$ cat config.mk
export PLATFORM = sky130hd
export DESIGN_NAME = smpc_ctrl
export DESIGN_NICKNAME = d
export VERILOG_FILES = /design/src/hdl/smpc_pkg.sv /design/src/hdl/smpc_ctrl.sv
export SDC_FILE = /design/constraint.sdc
export NUM_CORES = 1
export LEC_CHECK = 0
export BUFFER_PORTS_ARGS = -buffer_cell sky130_fd_sc_hd__buf_2
export CORE_UTILIZATION = 45
export CTS_CLUSTER_DIAMETER = 60
export DETAILED_ROUTE_END_ITERATION = 16
export GPL_TIMING_DRIVEN = 0
export HOLD_SLACK_MARGIN = 0.08
export PLACE_DENSITY_LB_ADDON = 0.1
export SLEW_MARGIN = 30
export SYNTH_ARGS = -nofsm -noshare
export SYNTH_HDL_FRONTEND = slang
export SYNTH_SLANG_ARGS = --single-unit
$ cat constraint.sdc
create_clock -name aclk -period 6.31 [get_ports aclk]
set_input_delay 0.3155 -clock aclk [delete_from_list [all_inputs] [get_ports aclk]]
set_output_delay 0.3155 -clock aclk [all_outputs]
set_load 0.02 [all_outputs]
$ cat src/hdl/smpc_pkg.sv
package smpc_pkg;

  // ----------------------------------------------------------------
  // register map (byte addresses)
  // ----------------------------------------------------------------
  localparam logic [7:0] ADDR_SLEEP_CTRL = 8'h00;
  localparam logic [7:0] ADDR_POWER_RED = 8'h04;
  localparam logic [7:0] ADDR_INDIS_LO = 8'h08;
  localparam logic [7:0] ADDR_INDIS_HI = 8'h0C;
  localparam logic [7:0] ADDR_ANALOG_CFG = 8'h10;
  localparam logic [7:0] ADDR_STATUS = 8'h14;
  localparam logic [7:0] ADDR_WAKE_CFG = 8'h18;

  // ----------------------------------------------------------------
  // field layout and resets
  // ----------------------------------------------------------------
  localparam int SE_BIT = 0;
  localparam int SM_LSB = 1;
  localparam logic [7:0] SLEEP_CTRL_MASK = 8'h07;
  localparam logic [7:0] POWER_RED_MASK = 8'h3F;
  localparam logic [7:0] RESET_BYTE = 8'h00;
  // analog cfg bits
  localparam int ACFG_ADC_EN = 0;
  localparam int ACFG_CMP_EN = 1;
  localparam int ACFG_CMP_IREF = 2;
  localparam logic [7:0] ANALOG_CFG_MASK = 8'h07;
  localparam logic [3:0] WAKE_CFG_RESET = 4'h0;
  localparam logic [1:0] AXI_OKAY = 2'b00;
  localparam logic [1:0] AXI_SLVERR = 2'b10;
  localparam int NUM_PERIPH = 6;

  // ----------------------------------------------------------------
  // sleep mode encodings and timing
  // ----------------------------------------------------------------
  localparam logic [1:0] SM_IDLE = 2'b00;
  localparam logic [1:0] SM_ADC_NR = 2'b01;
  localparam logic [1:0] SM_PDOWN = 2'b10;
  localparam logic [1:0] SM_PSAVE = 2'b11;
  localparam int CLK_HZ = 10_000_000;
  localparam int HALT_EXTRA_CYC = 4;
  localparam int WAKE_UNIT_NS = 1_000;
  localparam int WAKE_UNIT_CYC = (WAKE_UNIT_NS * (CLK_HZ / 1_000_000) + 999) / 1_000;
  localparam logic [15:0] WAKE_BASE_CYC = 16'(WAKE_UNIT_CYC * 16);

  typedef enum logic [1:0] {
    ST_RUN = 2'b00,
    ST_SLEEP = 2'b01,
    ST_WAKE = 2'b11,
    ST_HALT = 2'b10
  } smpc_state_t;

endpackage

$ cat src/hdl/smpc_ctrl.sv
`timescale 1ns/1ps
// What this block does
// RULE1: sleep field 10 enters power-down
// RULE2: power-down stops oscillator and all clocks
// RULE3: only listed events wake from power-down
// RULE4: level wake source holds level long enough
// RULE5: wake delay chosen by clock-select setting
// RULE6: sleep field 11 enters power-save
// RULE7: async timer irq wakes if enables set
// RULE8: software prefers power-down without async timer
// RULE9: power-save keeps only async timer clock
// RULE10: reduction bit stops clock, blocks access
// RULE11: clearing reduction bit resumes peripheral state
// RULE12: software disables peripheral before gating
// RULE13: gating acts in active and idle
// RULE14: converter stays on; relaunch gives extended
// RULE15: comparator off in deep modes; reference kept
// RULE16: reference on when any user needs it
// RULE17: enabled brown-out detector stays on
// RULE18: enabled watchdog keeps running in sleep
// RULE19: deep modes disable input buffers except wake
// RULE20: disable registers turn off analog buffers
// RULE21: debug link keeps main clock running
// RULE22: sleep control bits 7..3 read zero
// RULE23: sleep only when sleep-enable bit set
// RULE24: field 00 idle, 01 noise reduction
// RULE25: core halted four cycles after start-up
// RULE26: wake delay down-counter, release at zero
module smpc_ctrl
  import smpc_pkg::*;
(
  // clock and reset
  input wire logic aclk,
  input wire logic aresetn,
  // axi4-lite write address
  input wire logic [7:0] s_axi_awaddr,
  input wire logic s_axi_awvalid,
  output logic s_axi_awready,
  // axi4-lite write data
  input wire logic [31:0] s_axi_wdata,
  input wire logic [3:0] s_axi_wstrb,
  input wire logic s_axi_wvalid,
  output logic s_axi_wready,
  // axi4-lite write response
  output logic [1:0] s_axi_bresp,
  output logic s_axi_bvalid,
  input wire logic s_axi_bready,
  // axi4-lite read
  input wire logic [7:0] s_axi_araddr,
  input wire logic s_axi_arvalid,
  output logic s_axi_arready,
  output logic [31:0] s_axi_rdata,
  output logic [1:0] s_axi_rresp,
  output logic s_axi_rvalid,
  input wire logic s_axi_rready,
  // core side
  input wire logic sleep_instr,
  input wire logic global_irq_enable,
  output logic core_halt,
  output logic core_irq_resume,
  // configuration straps
  input wire logic [3:0] clock_select_config,
  input wire logic brownout_level_config,
  input wire logic debug_link_enable_config,
  input wire logic watchdog_enable,
  // timer zero
  input wire logic timer0_async_select,
  input wire logic [1:0] timer0_irq_mask,
  input wire logic [1:0] timer0_event,
  // asynchronous wake events (pins)
  input wire logic ext_reset_req,
  input wire logic watchdog_reset_req,
  input wire logic watchdog_irq,
  input wire logic brownout_reset_req,
  input wire logic serial_start_irq,
  input wire logic ext_irq_line_a,
  input wire logic ext_irq_line_b,
  input wire logic pin_change_irq,
  input wire logic other_irq,
  // clock domain enables
  output logic osc_enable,
  output logic cpu_clk_en,
  output logic io_clk_en,
  output logic adc_clk_en,
  output logic async_timer_clock_en,
  output logic [5:0] periph_clk_en,
  output logic [5:0] periph_access_en,
  // analogue and pins
  output logic adc_enable,
  output logic adc_extended_conv,
  output logic cmp_enable,
  output logic vref_enable,
  output logic brownout_enable,
  output logic watchdog_run,
  output logic input_buf_en,
  output logic wake_pin_buf_en,
  output logic [7:0] input_disable_lo,
  output logic [7:0] input_disable_hi
);

  // ----------------------------------------------------------------
  // state
  // ----------------------------------------------------------------
  typedef struct packed {
    smpc_state_t st;
    logic [1:0] mode;
    logic [15:0] wake_cnt;
    logic [2:0] halt_cnt;
    logic [7:0] sleep_ctrl;
    logic [7:0] power_red;
    logic [7:0] indis_lo;
    logic [7:0] indis_hi;
    logic [7:0] analog_cfg;
    logic [3:0] wake_cfg;
    logic adc_was_off;
    logic irq_wake;
    logic [8:0] sync1;
    logic [8:0] sync2;
    logic awok;
    logic wok;
    logic [7:0] awaddr;
    logic [31:0] wdata;
    logic [3:0] wstrb;
    logic bvalid;
    logic [1:0] bresp;
    logic rvalid;
    logic [31:0] rdata;
    logic [1:0] rresp;
  } smpc_regs_t;

  smpc_regs_t r;
  smpc_regs_t next_r;

  // delay per clock-select code: base times (code+1)
  function automatic logic [15:0] wake_delay(input logic [3:0] code);
    wake_delay = 16'(WAKE_BASE_CYC * ({12'h000, code} + 16'h0001));
  endfunction

  function automatic logic deep_mode(input smpc_state_t s, input logic [1:0] m);
    deep_mode = (s != ST_RUN) && (s != ST_HALT) && (m[1] == 1'b1);
  endfunction

  logic asleep;
  logic deep;
  logic wake_pd;
  logic wake_ps;
  logic wake_light;
  logic [8:0] ev_raw;
  logic [8:0] ev;
  logic t0_wake;

  assign ev_raw = {other_irq, pin_change_irq, ext_irq_line_b, ext_irq_line_a,
                   serial_start_irq, brownout_reset_req, watchdog_irq,
                   watchdog_reset_req, ext_reset_req};
  // only the second stage is read
  assign ev = r.sync2;
  assign asleep = (r.st == ST_SLEEP);
  assign deep = deep_mode(r.st, r.mode);
  // level lines are sampled synchronously, so a short glitch is missed [RULE4]
  assign wake_pd = |ev[7:0]; // [RULE3]
  // timer events come from the async timer domain logic on aclk
  assign t0_wake = timer0_async_select && global_irq_enable
                   && (|(timer0_irq_mask & timer0_event)); // [RULE7]
  assign wake_ps = wake_pd || t0_wake; // [RULE6]
  assign wake_light = wake_pd || t0_wake || ev[8];

  // ----------------------------------------------------------------
  // next state
  // ----------------------------------------------------------------
  always_comb begin
    logic [31:0] rd;
    logic [7:0] wb;
    rd = 32'h0000_0000;
    wb = 8'h00;
    next_r = r;
    next_r.sync1 = ev_raw;
    next_r.sync2 = r.sync1;

    // power state machine
    case (r.st)
      ST_RUN: begin
        if (sleep_instr && r.sleep_ctrl[SE_BIT]) begin // [RULE23]
          next_r.st = ST_SLEEP;
          next_r.mode = r.sleep_ctrl[SM_LSB +: 2]; // [RULE1] [RULE6] [RULE24]
        end
      end
      ST_SLEEP: begin
        if ((r.mode == SM_PDOWN && wake_pd) || (r.mode == SM_PSAVE && wake_ps)) begin
          next_r.st = ST_WAKE;
          next_r.wake_cnt = wake_delay(clock_select_config); // [RULE5] [RULE26]
          next_r.irq_wake = 1'b1;
        end else if ((r.mode == SM_IDLE && wake_light) || (r.mode == SM_ADC_NR && wake_ps)) begin
          next_r.st = ST_HALT;
          next_r.halt_cnt = 3'(HALT_EXTRA_CYC);
          next_r.irq_wake = 1'b1;
        end
      end
      ST_WAKE: begin
        if (r.wake_cnt == 16'h0000) begin // [RULE26]
          next_r.st = ST_HALT;
          next_r.halt_cnt = 3'(HALT_EXTRA_CYC); // [RULE25]
        end else begin
          next_r.wake_cnt = r.wake_cnt - 16'h0001;
        end
      end
      ST_HALT: begin
        if (r.halt_cnt == 3'h1) begin
          next_r.st = ST_RUN;
          next_r.irq_wake = 1'b0;
        end else begin
          next_r.halt_cnt = r.halt_cnt - 3'h1; // [RULE25]
        end
      end
      default: begin
        next_r.st = ST_RUN;
      end
    endcase

    // converter off then on forces extended conversion
    if (!r.analog_cfg[ACFG_ADC_EN]) begin
      next_r.adc_was_off = 1'b1; // [RULE14]
    end else if (sleep_instr && r.st == ST_RUN) begin
      next_r.adc_was_off = 1'b0;
    end

    // axi write channel capture in either order
    if (s_axi_awvalid && !r.awok) begin
      next_r.awok = 1'b1;
      next_r.awaddr = s_axi_awaddr;
    end
    if (s_axi_wvalid && !r.wok) begin
      next_r.wok = 1'b1;
      next_r.wdata = s_axi_wdata;
      next_r.wstrb = s_axi_wstrb;
    end
    if (r.awok && r.wok && !r.bvalid) begin
      wb = r.wstrb[0] ? r.wdata[7:0] : 8'h00;
      next_r.bvalid = 1'b1;
      next_r.bresp = AXI_OKAY;
      if (r.wstrb[0]) begin
        case (r.awaddr)
          ADDR_SLEEP_CTRL: next_r.sleep_ctrl = wb & SLEEP_CTRL_MASK; // [RULE22]
          ADDR_POWER_RED: next_r.power_red = wb & POWER_RED_MASK; // [RULE10] [RULE11]
          ADDR_INDIS_LO: next_r.indis_lo = wb; // [RULE20]
          ADDR_INDIS_HI: next_r.indis_hi = wb; // [RULE20]
          ADDR_ANALOG_CFG: next_r.analog_cfg = wb & ANALOG_CFG_MASK;
          ADDR_WAKE_CFG: next_r.wake_cfg = wb[3:0];
          ADDR_STATUS: next_r.bresp = AXI_OKAY;
          default: next_r.bresp = AXI_SLVERR;
        endcase
      end
    end
    if (r.bvalid && s_axi_bready) begin
      next_r.bvalid = 1'b0;
      next_r.awok = 1'b0;
      next_r.wok = 1'b0;
    end

    // axi read
    if (s_axi_arvalid && !r.rvalid) begin
      next_r.rresp = AXI_OKAY;
      case (s_axi_araddr)
        ADDR_SLEEP_CTRL: rd = {24'h000000, r.sleep_ctrl & SLEEP_CTRL_MASK}; // [RULE22]
        ADDR_POWER_RED: rd = {24'h000000, r.power_red};
        ADDR_INDIS_LO: rd = {24'h000000, r.indis_lo};
        ADDR_INDIS_HI: rd = {24'h000000, r.indis_hi};
        ADDR_ANALOG_CFG: rd = {24'h000000, r.analog_cfg};
        ADDR_WAKE_CFG: rd = {28'h0000000, r.wake_cfg};
        ADDR_STATUS: rd = {24'h000000, r.irq_wake, r.adc_was_off, r.mode, 2'b00, r.st};
        default: next_r.rresp = AXI_SLVERR;
      endcase
      next_r.rdata = rd;
      next_r.rvalid = 1'b1;
    end else if (r.rvalid && s_axi_rready) begin
      next_r.rvalid = 1'b0;
    end
  end

  // ----------------------------------------------------------------
  // registers
  // ----------------------------------------------------------------
  always_ff @(posedge aclk) begin
    if (!aresetn) begin
      r <= '0;
      r.st <= ST_RUN;
      r.sleep_ctrl <= RESET_BYTE;
      r.power_red <= RESET_BYTE;
      r.wake_cfg <= WAKE_CFG_RESET;
    end else begin
      r <= next_r;
    end
  end

  // ----------------------------------------------------------------
  // outputs
  // ----------------------------------------------------------------
  assign s_axi_awready = !r.awok;
  assign s_axi_wready = !r.wok;
  assign s_axi_bvalid = r.bvalid;
  assign s_axi_bresp = r.bresp;
  assign s_axi_arready = !r.rvalid;
  assign s_axi_rvalid = r.rvalid;
  assign s_axi_rdata = r.rdata;
  assign s_axi_rresp = r.rresp;

  assign core_halt = (r.st != ST_RUN);
  assign core_irq_resume = (r.st == ST_HALT) && (r.halt_cnt == 3'h1) && r.irq_wake; // [RULE25]
  // debug link keeps the oscillator alive at the cost of sleep current
  assign osc_enable = !deep || debug_link_enable_config; // [RULE2] [RULE21]
  assign cpu_clk_en = !(asleep || r.st == ST_WAKE);
  assign io_clk_en = !(asleep && r.mode != SM_IDLE) && r.st != ST_WAKE; // [RULE2]
  assign adc_clk_en = !deep && r.st != ST_WAKE; // [RULE2] [RULE9]
  assign async_timer_clock_en = !deep || (r.mode == SM_PSAVE && timer0_async_select); // [RULE9]
  // gating only bites in active and idle; deeper modes already stop io clock
  assign periph_clk_en = ~r.power_red[5:0] & {NUM_PERIPH{io_clk_en}}; // [RULE10] [RULE13]
  assign periph_access_en = ~r.power_red[5:0]; // [RULE10]
  assign adc_enable = r.analog_cfg[ACFG_ADC_EN]; // [RULE14]
  assign adc_extended_conv = r.adc_was_off && r.analog_cfg[ACFG_ADC_EN]; // [RULE14]
  assign cmp_enable = r.analog_cfg[ACFG_CMP_EN] && !deep; // [RULE15]
  assign vref_enable = brownout_level_config || r.analog_cfg[ACFG_ADC_EN]
                       || (r.analog_cfg[ACFG_CMP_EN] && r.analog_cfg[ACFG_CMP_IREF]); // [RULE15] [RULE16]
  assign brownout_enable = brownout_level_config; // [RULE17]
  assign watchdog_run = watchdog_enable; // [RULE18]
  assign input_buf_en = io_clk_en || adc_clk_en; // [RULE19]
  assign wake_pin_buf_en = 1'b1; // [RULE19]
  assign input_disable_lo = r.indis_lo; // [RULE20]
  assign input_disable_hi = r.indis_hi; // [RULE20]

endmodule

==> impl_metrics.ini <==
[detailed_routing]
drt_iter0_markers = 232
ant_nets = 0
first_pass_iters = 4
viasPerCell = 5.02
via_count = 4499
drc_errors = 0
drt_wl_total_mm = 12.5
wire_per_inst_um = 14.0

[global_route]
grt_pass1_wl_mm = 19.5
grt_overflow_total = 0
antenna_found_initial = 0
grtUsageTotal_pct = 21.2
grt_pass1_vias = 3907
grt_max_degree = 18

[placement]
routabilityCongestion = 0.840
dpl-instance-area_mm2 = 0.00606
port_buffers = 110
dp_hpwl_mm = 9.63
place_ws_ns = 3.64

[timing]
period_share_pct = 40.0
rsz0062_at_grt = false
hold_viol = 0
setup_viol = 0
worst_slack_ns = 3.78
relSlewSlack_pct = 48.0
setup-tns-final_ns = 0
slew_viol_final = 0
clock.fmax_mhz = 396
worst_slew_pin_slew_ns = 0.774
period_needed_ns = 2.53
finalClockSkew_ns = 0.00580

[finish]
stdcell_area_mm2 = 0.00640
seqCellArea_mm2 = 0.00212
fin_nets = 839
multi_input_area_mm2 = 0.00260
diodes = 0
syn2layout_area_growth_pct = 22.2
fin_util_pct = 56.3
drive_above_1_share_pct = 26.4
nFillCells = 1069

[synthesis]
synth_xor_area_share_pct = 1.50
synth_largest_area_cell = dfxtp_1
synth_edf_count = 0
synth_top_family_by_area = simple AND/OR/NAND/NOR gates
synth_seq_cells = 106
synth_ff_type = dfxtp_1
postSynthCellCount = 602
yosysMostFrequentCell = dfxtp_1
synthMuxAreaShare_pct = 10.4
ys_seq_area_share_pct = 40.5
synth_compound_area_share_pct = 11.7
synth_top_area_share_pct = 40.5
ys.warnings.count = 0
avgSynthCellArea_um2 = 8.71
async_flop_share_pct = 0
synth_fa_ha_area_share_pct = 2.29
synthTopCellsByCount = dfxtp_1 (106), nor2_1 (76), buf_4 (58)
ys_top_cells_by_area = dfxtp_1 (40%), mux2i_1 (9.4%), buf_4 (8.3%)
ys_types = 64
syn-cell-area_mm2 = 0.00524
synth-simple-area-share_pct = 21.7

[clock_tree]
clk_latency_ns = 0.34
cts_root_buf = clkbuf_16
cts.sinks = 106
hold_buffers = 0
htreeDepth = 3
clock_path_buffers = 2
post_cts_buffers = 0
cts_buffers = 9
cts_tree = yes
cts_resized = 0
path_clk_slew_ns = 0.07

[floorplan]
die_width_um = 110
start_util_pct = 46.1
fp-row-count = 39
die_h_um = 110
fp.dieArea_mm2 = 0.0121
core-area_mm2 = 0.0114
ios = 166

[critical_path]
worst_path_largest_cell_delay_ns = 0.64
crit_slowest_cell = o21ai_1
critPathTopFamily = buffers and inverters
cp.required_ns = 5.99
worstPathArrival_ns = 2.21
start_kind = flop
cp_max_fo = 10
timing.critical_path.buf_inv = 3
criticalPathCategory = flop to output port
cp-end-kind = output port
path_cells = clkbuf_1, inv_1, o21ai_1, nor2_1, buf_2

[flow_run]
maxCapViolCount = 0

[power_and_ir_drop]
finalPower_mw = 1.45
peakVddDrop_mv = 0.163
cellLeakagePower_nw = 2.98
powerDensity_mw_per_mm2 = 227

[hold_path]
hp-class = input port to flop

[status]
status = complete, no violations
cell usage in the layout, fill, tap and decap left out, types with 12 or more instances in the layout:
cell	Yosys	routed
a21oi_1	32	32
inv_1	24	24
dfxtp_1	106	106
mux2i_1	49	49
o21ai_0	12	12
nor2_1	76	76
nand2_1	53	53
buf_2	1	111
conb_1	2	27
nand3_1	15	15
buf_4	58	58
clkbuf_1	17	17
and2_1	22	22
power by group:
group,total [mW],internal (mW),switching (mW)
logic,0.143,0.0608,0.0821
registers,0.695,0.683,0.0118
clock network,0.616,0.371,0.244
state kept, by name, indices dropped and copies added, names as in the netlist:
register / cells
next_r: 9
input_disable_hi: 8
adc_enable: 1
r: 59
s_axi_rdata: 8
input_disable_lo: 8
s_axi_rresp: 1
ev: 9
s_axi_rvalid: 1
s_axi_bvalid: 1
s_axi_bresp: 1
cells by family (layout without fill, tap and decap cells):
| group | count (synthesis) | after routing |
|---|---|---|
| AOI/OAI and AO/OA | 94 | 94 |
| adders and majority gates | 9 | 9 |
| xor gates and xnor gates | 9 | 9 |
| muxes | 52 | 52 |
| DFF | 106 | 106 |
| other | 2 | 27 |
| and+or+nand+nor | 226 | 226 |
| buffers and inverters | 104 | 230 |
final timing paths:
check / start / end / slack (ns) / cells past startpoint
worst max-delay path: r[169]$_SDFFE_PN0P_ / periph_clk_en[0] / 3.78 / 5
worst min-delay path: s_axi_rready / s_axi_rvalid$_SDFFE_PN0P_ / 0.17 / 2
worst max register to register: r[151]$_SDFFE_PN0P_ / r[161]$_SDFFE_PN0P_ / 4.24 / 9
worst min register to register: next_r[87]$_SDFF_PN0_ / ev[3]$_SDFF_PN0_ / 0.43 / 1
through the flow:
| stage | instances | hold slack (ns) |
|---|---|---|
| after floorplan | 627 | 0.412 |
| after detailed placement | 880 | 0.419 |
| final | 896 | 0.167 |
| after global placement | 880 | 0.414 |
| after global routing | 896 | 0.164 |
| after CTS | 896 | 0.159 |
area by class of cell:
| cell class | count | share of cell area [%] |
|---|---|---|
| repair buffers | 110 | 8.60 |
| flip-flops and latches | 106 | 33.1 |
| clock buffers | 11 | 3.95 |
| inverters | 24 | 1.41 |
| multi-input cells | 417 | 40.6 |
| well taps | 143 | 2.79 |
| clock inverters | 5 | 1.33 |
| plain buffers | 80 | 8.23 |
routing by layer:
layer	GRT usage (%)	up-vias	part of all wire, %
met5	0	-	0
met4	4.86	0	0.67
met3	4.45	4	5.7
met2	34.1	117	47
met1	29.0	2098	47
li1	-	2280	-
Power figures use the tool's default switching activity.
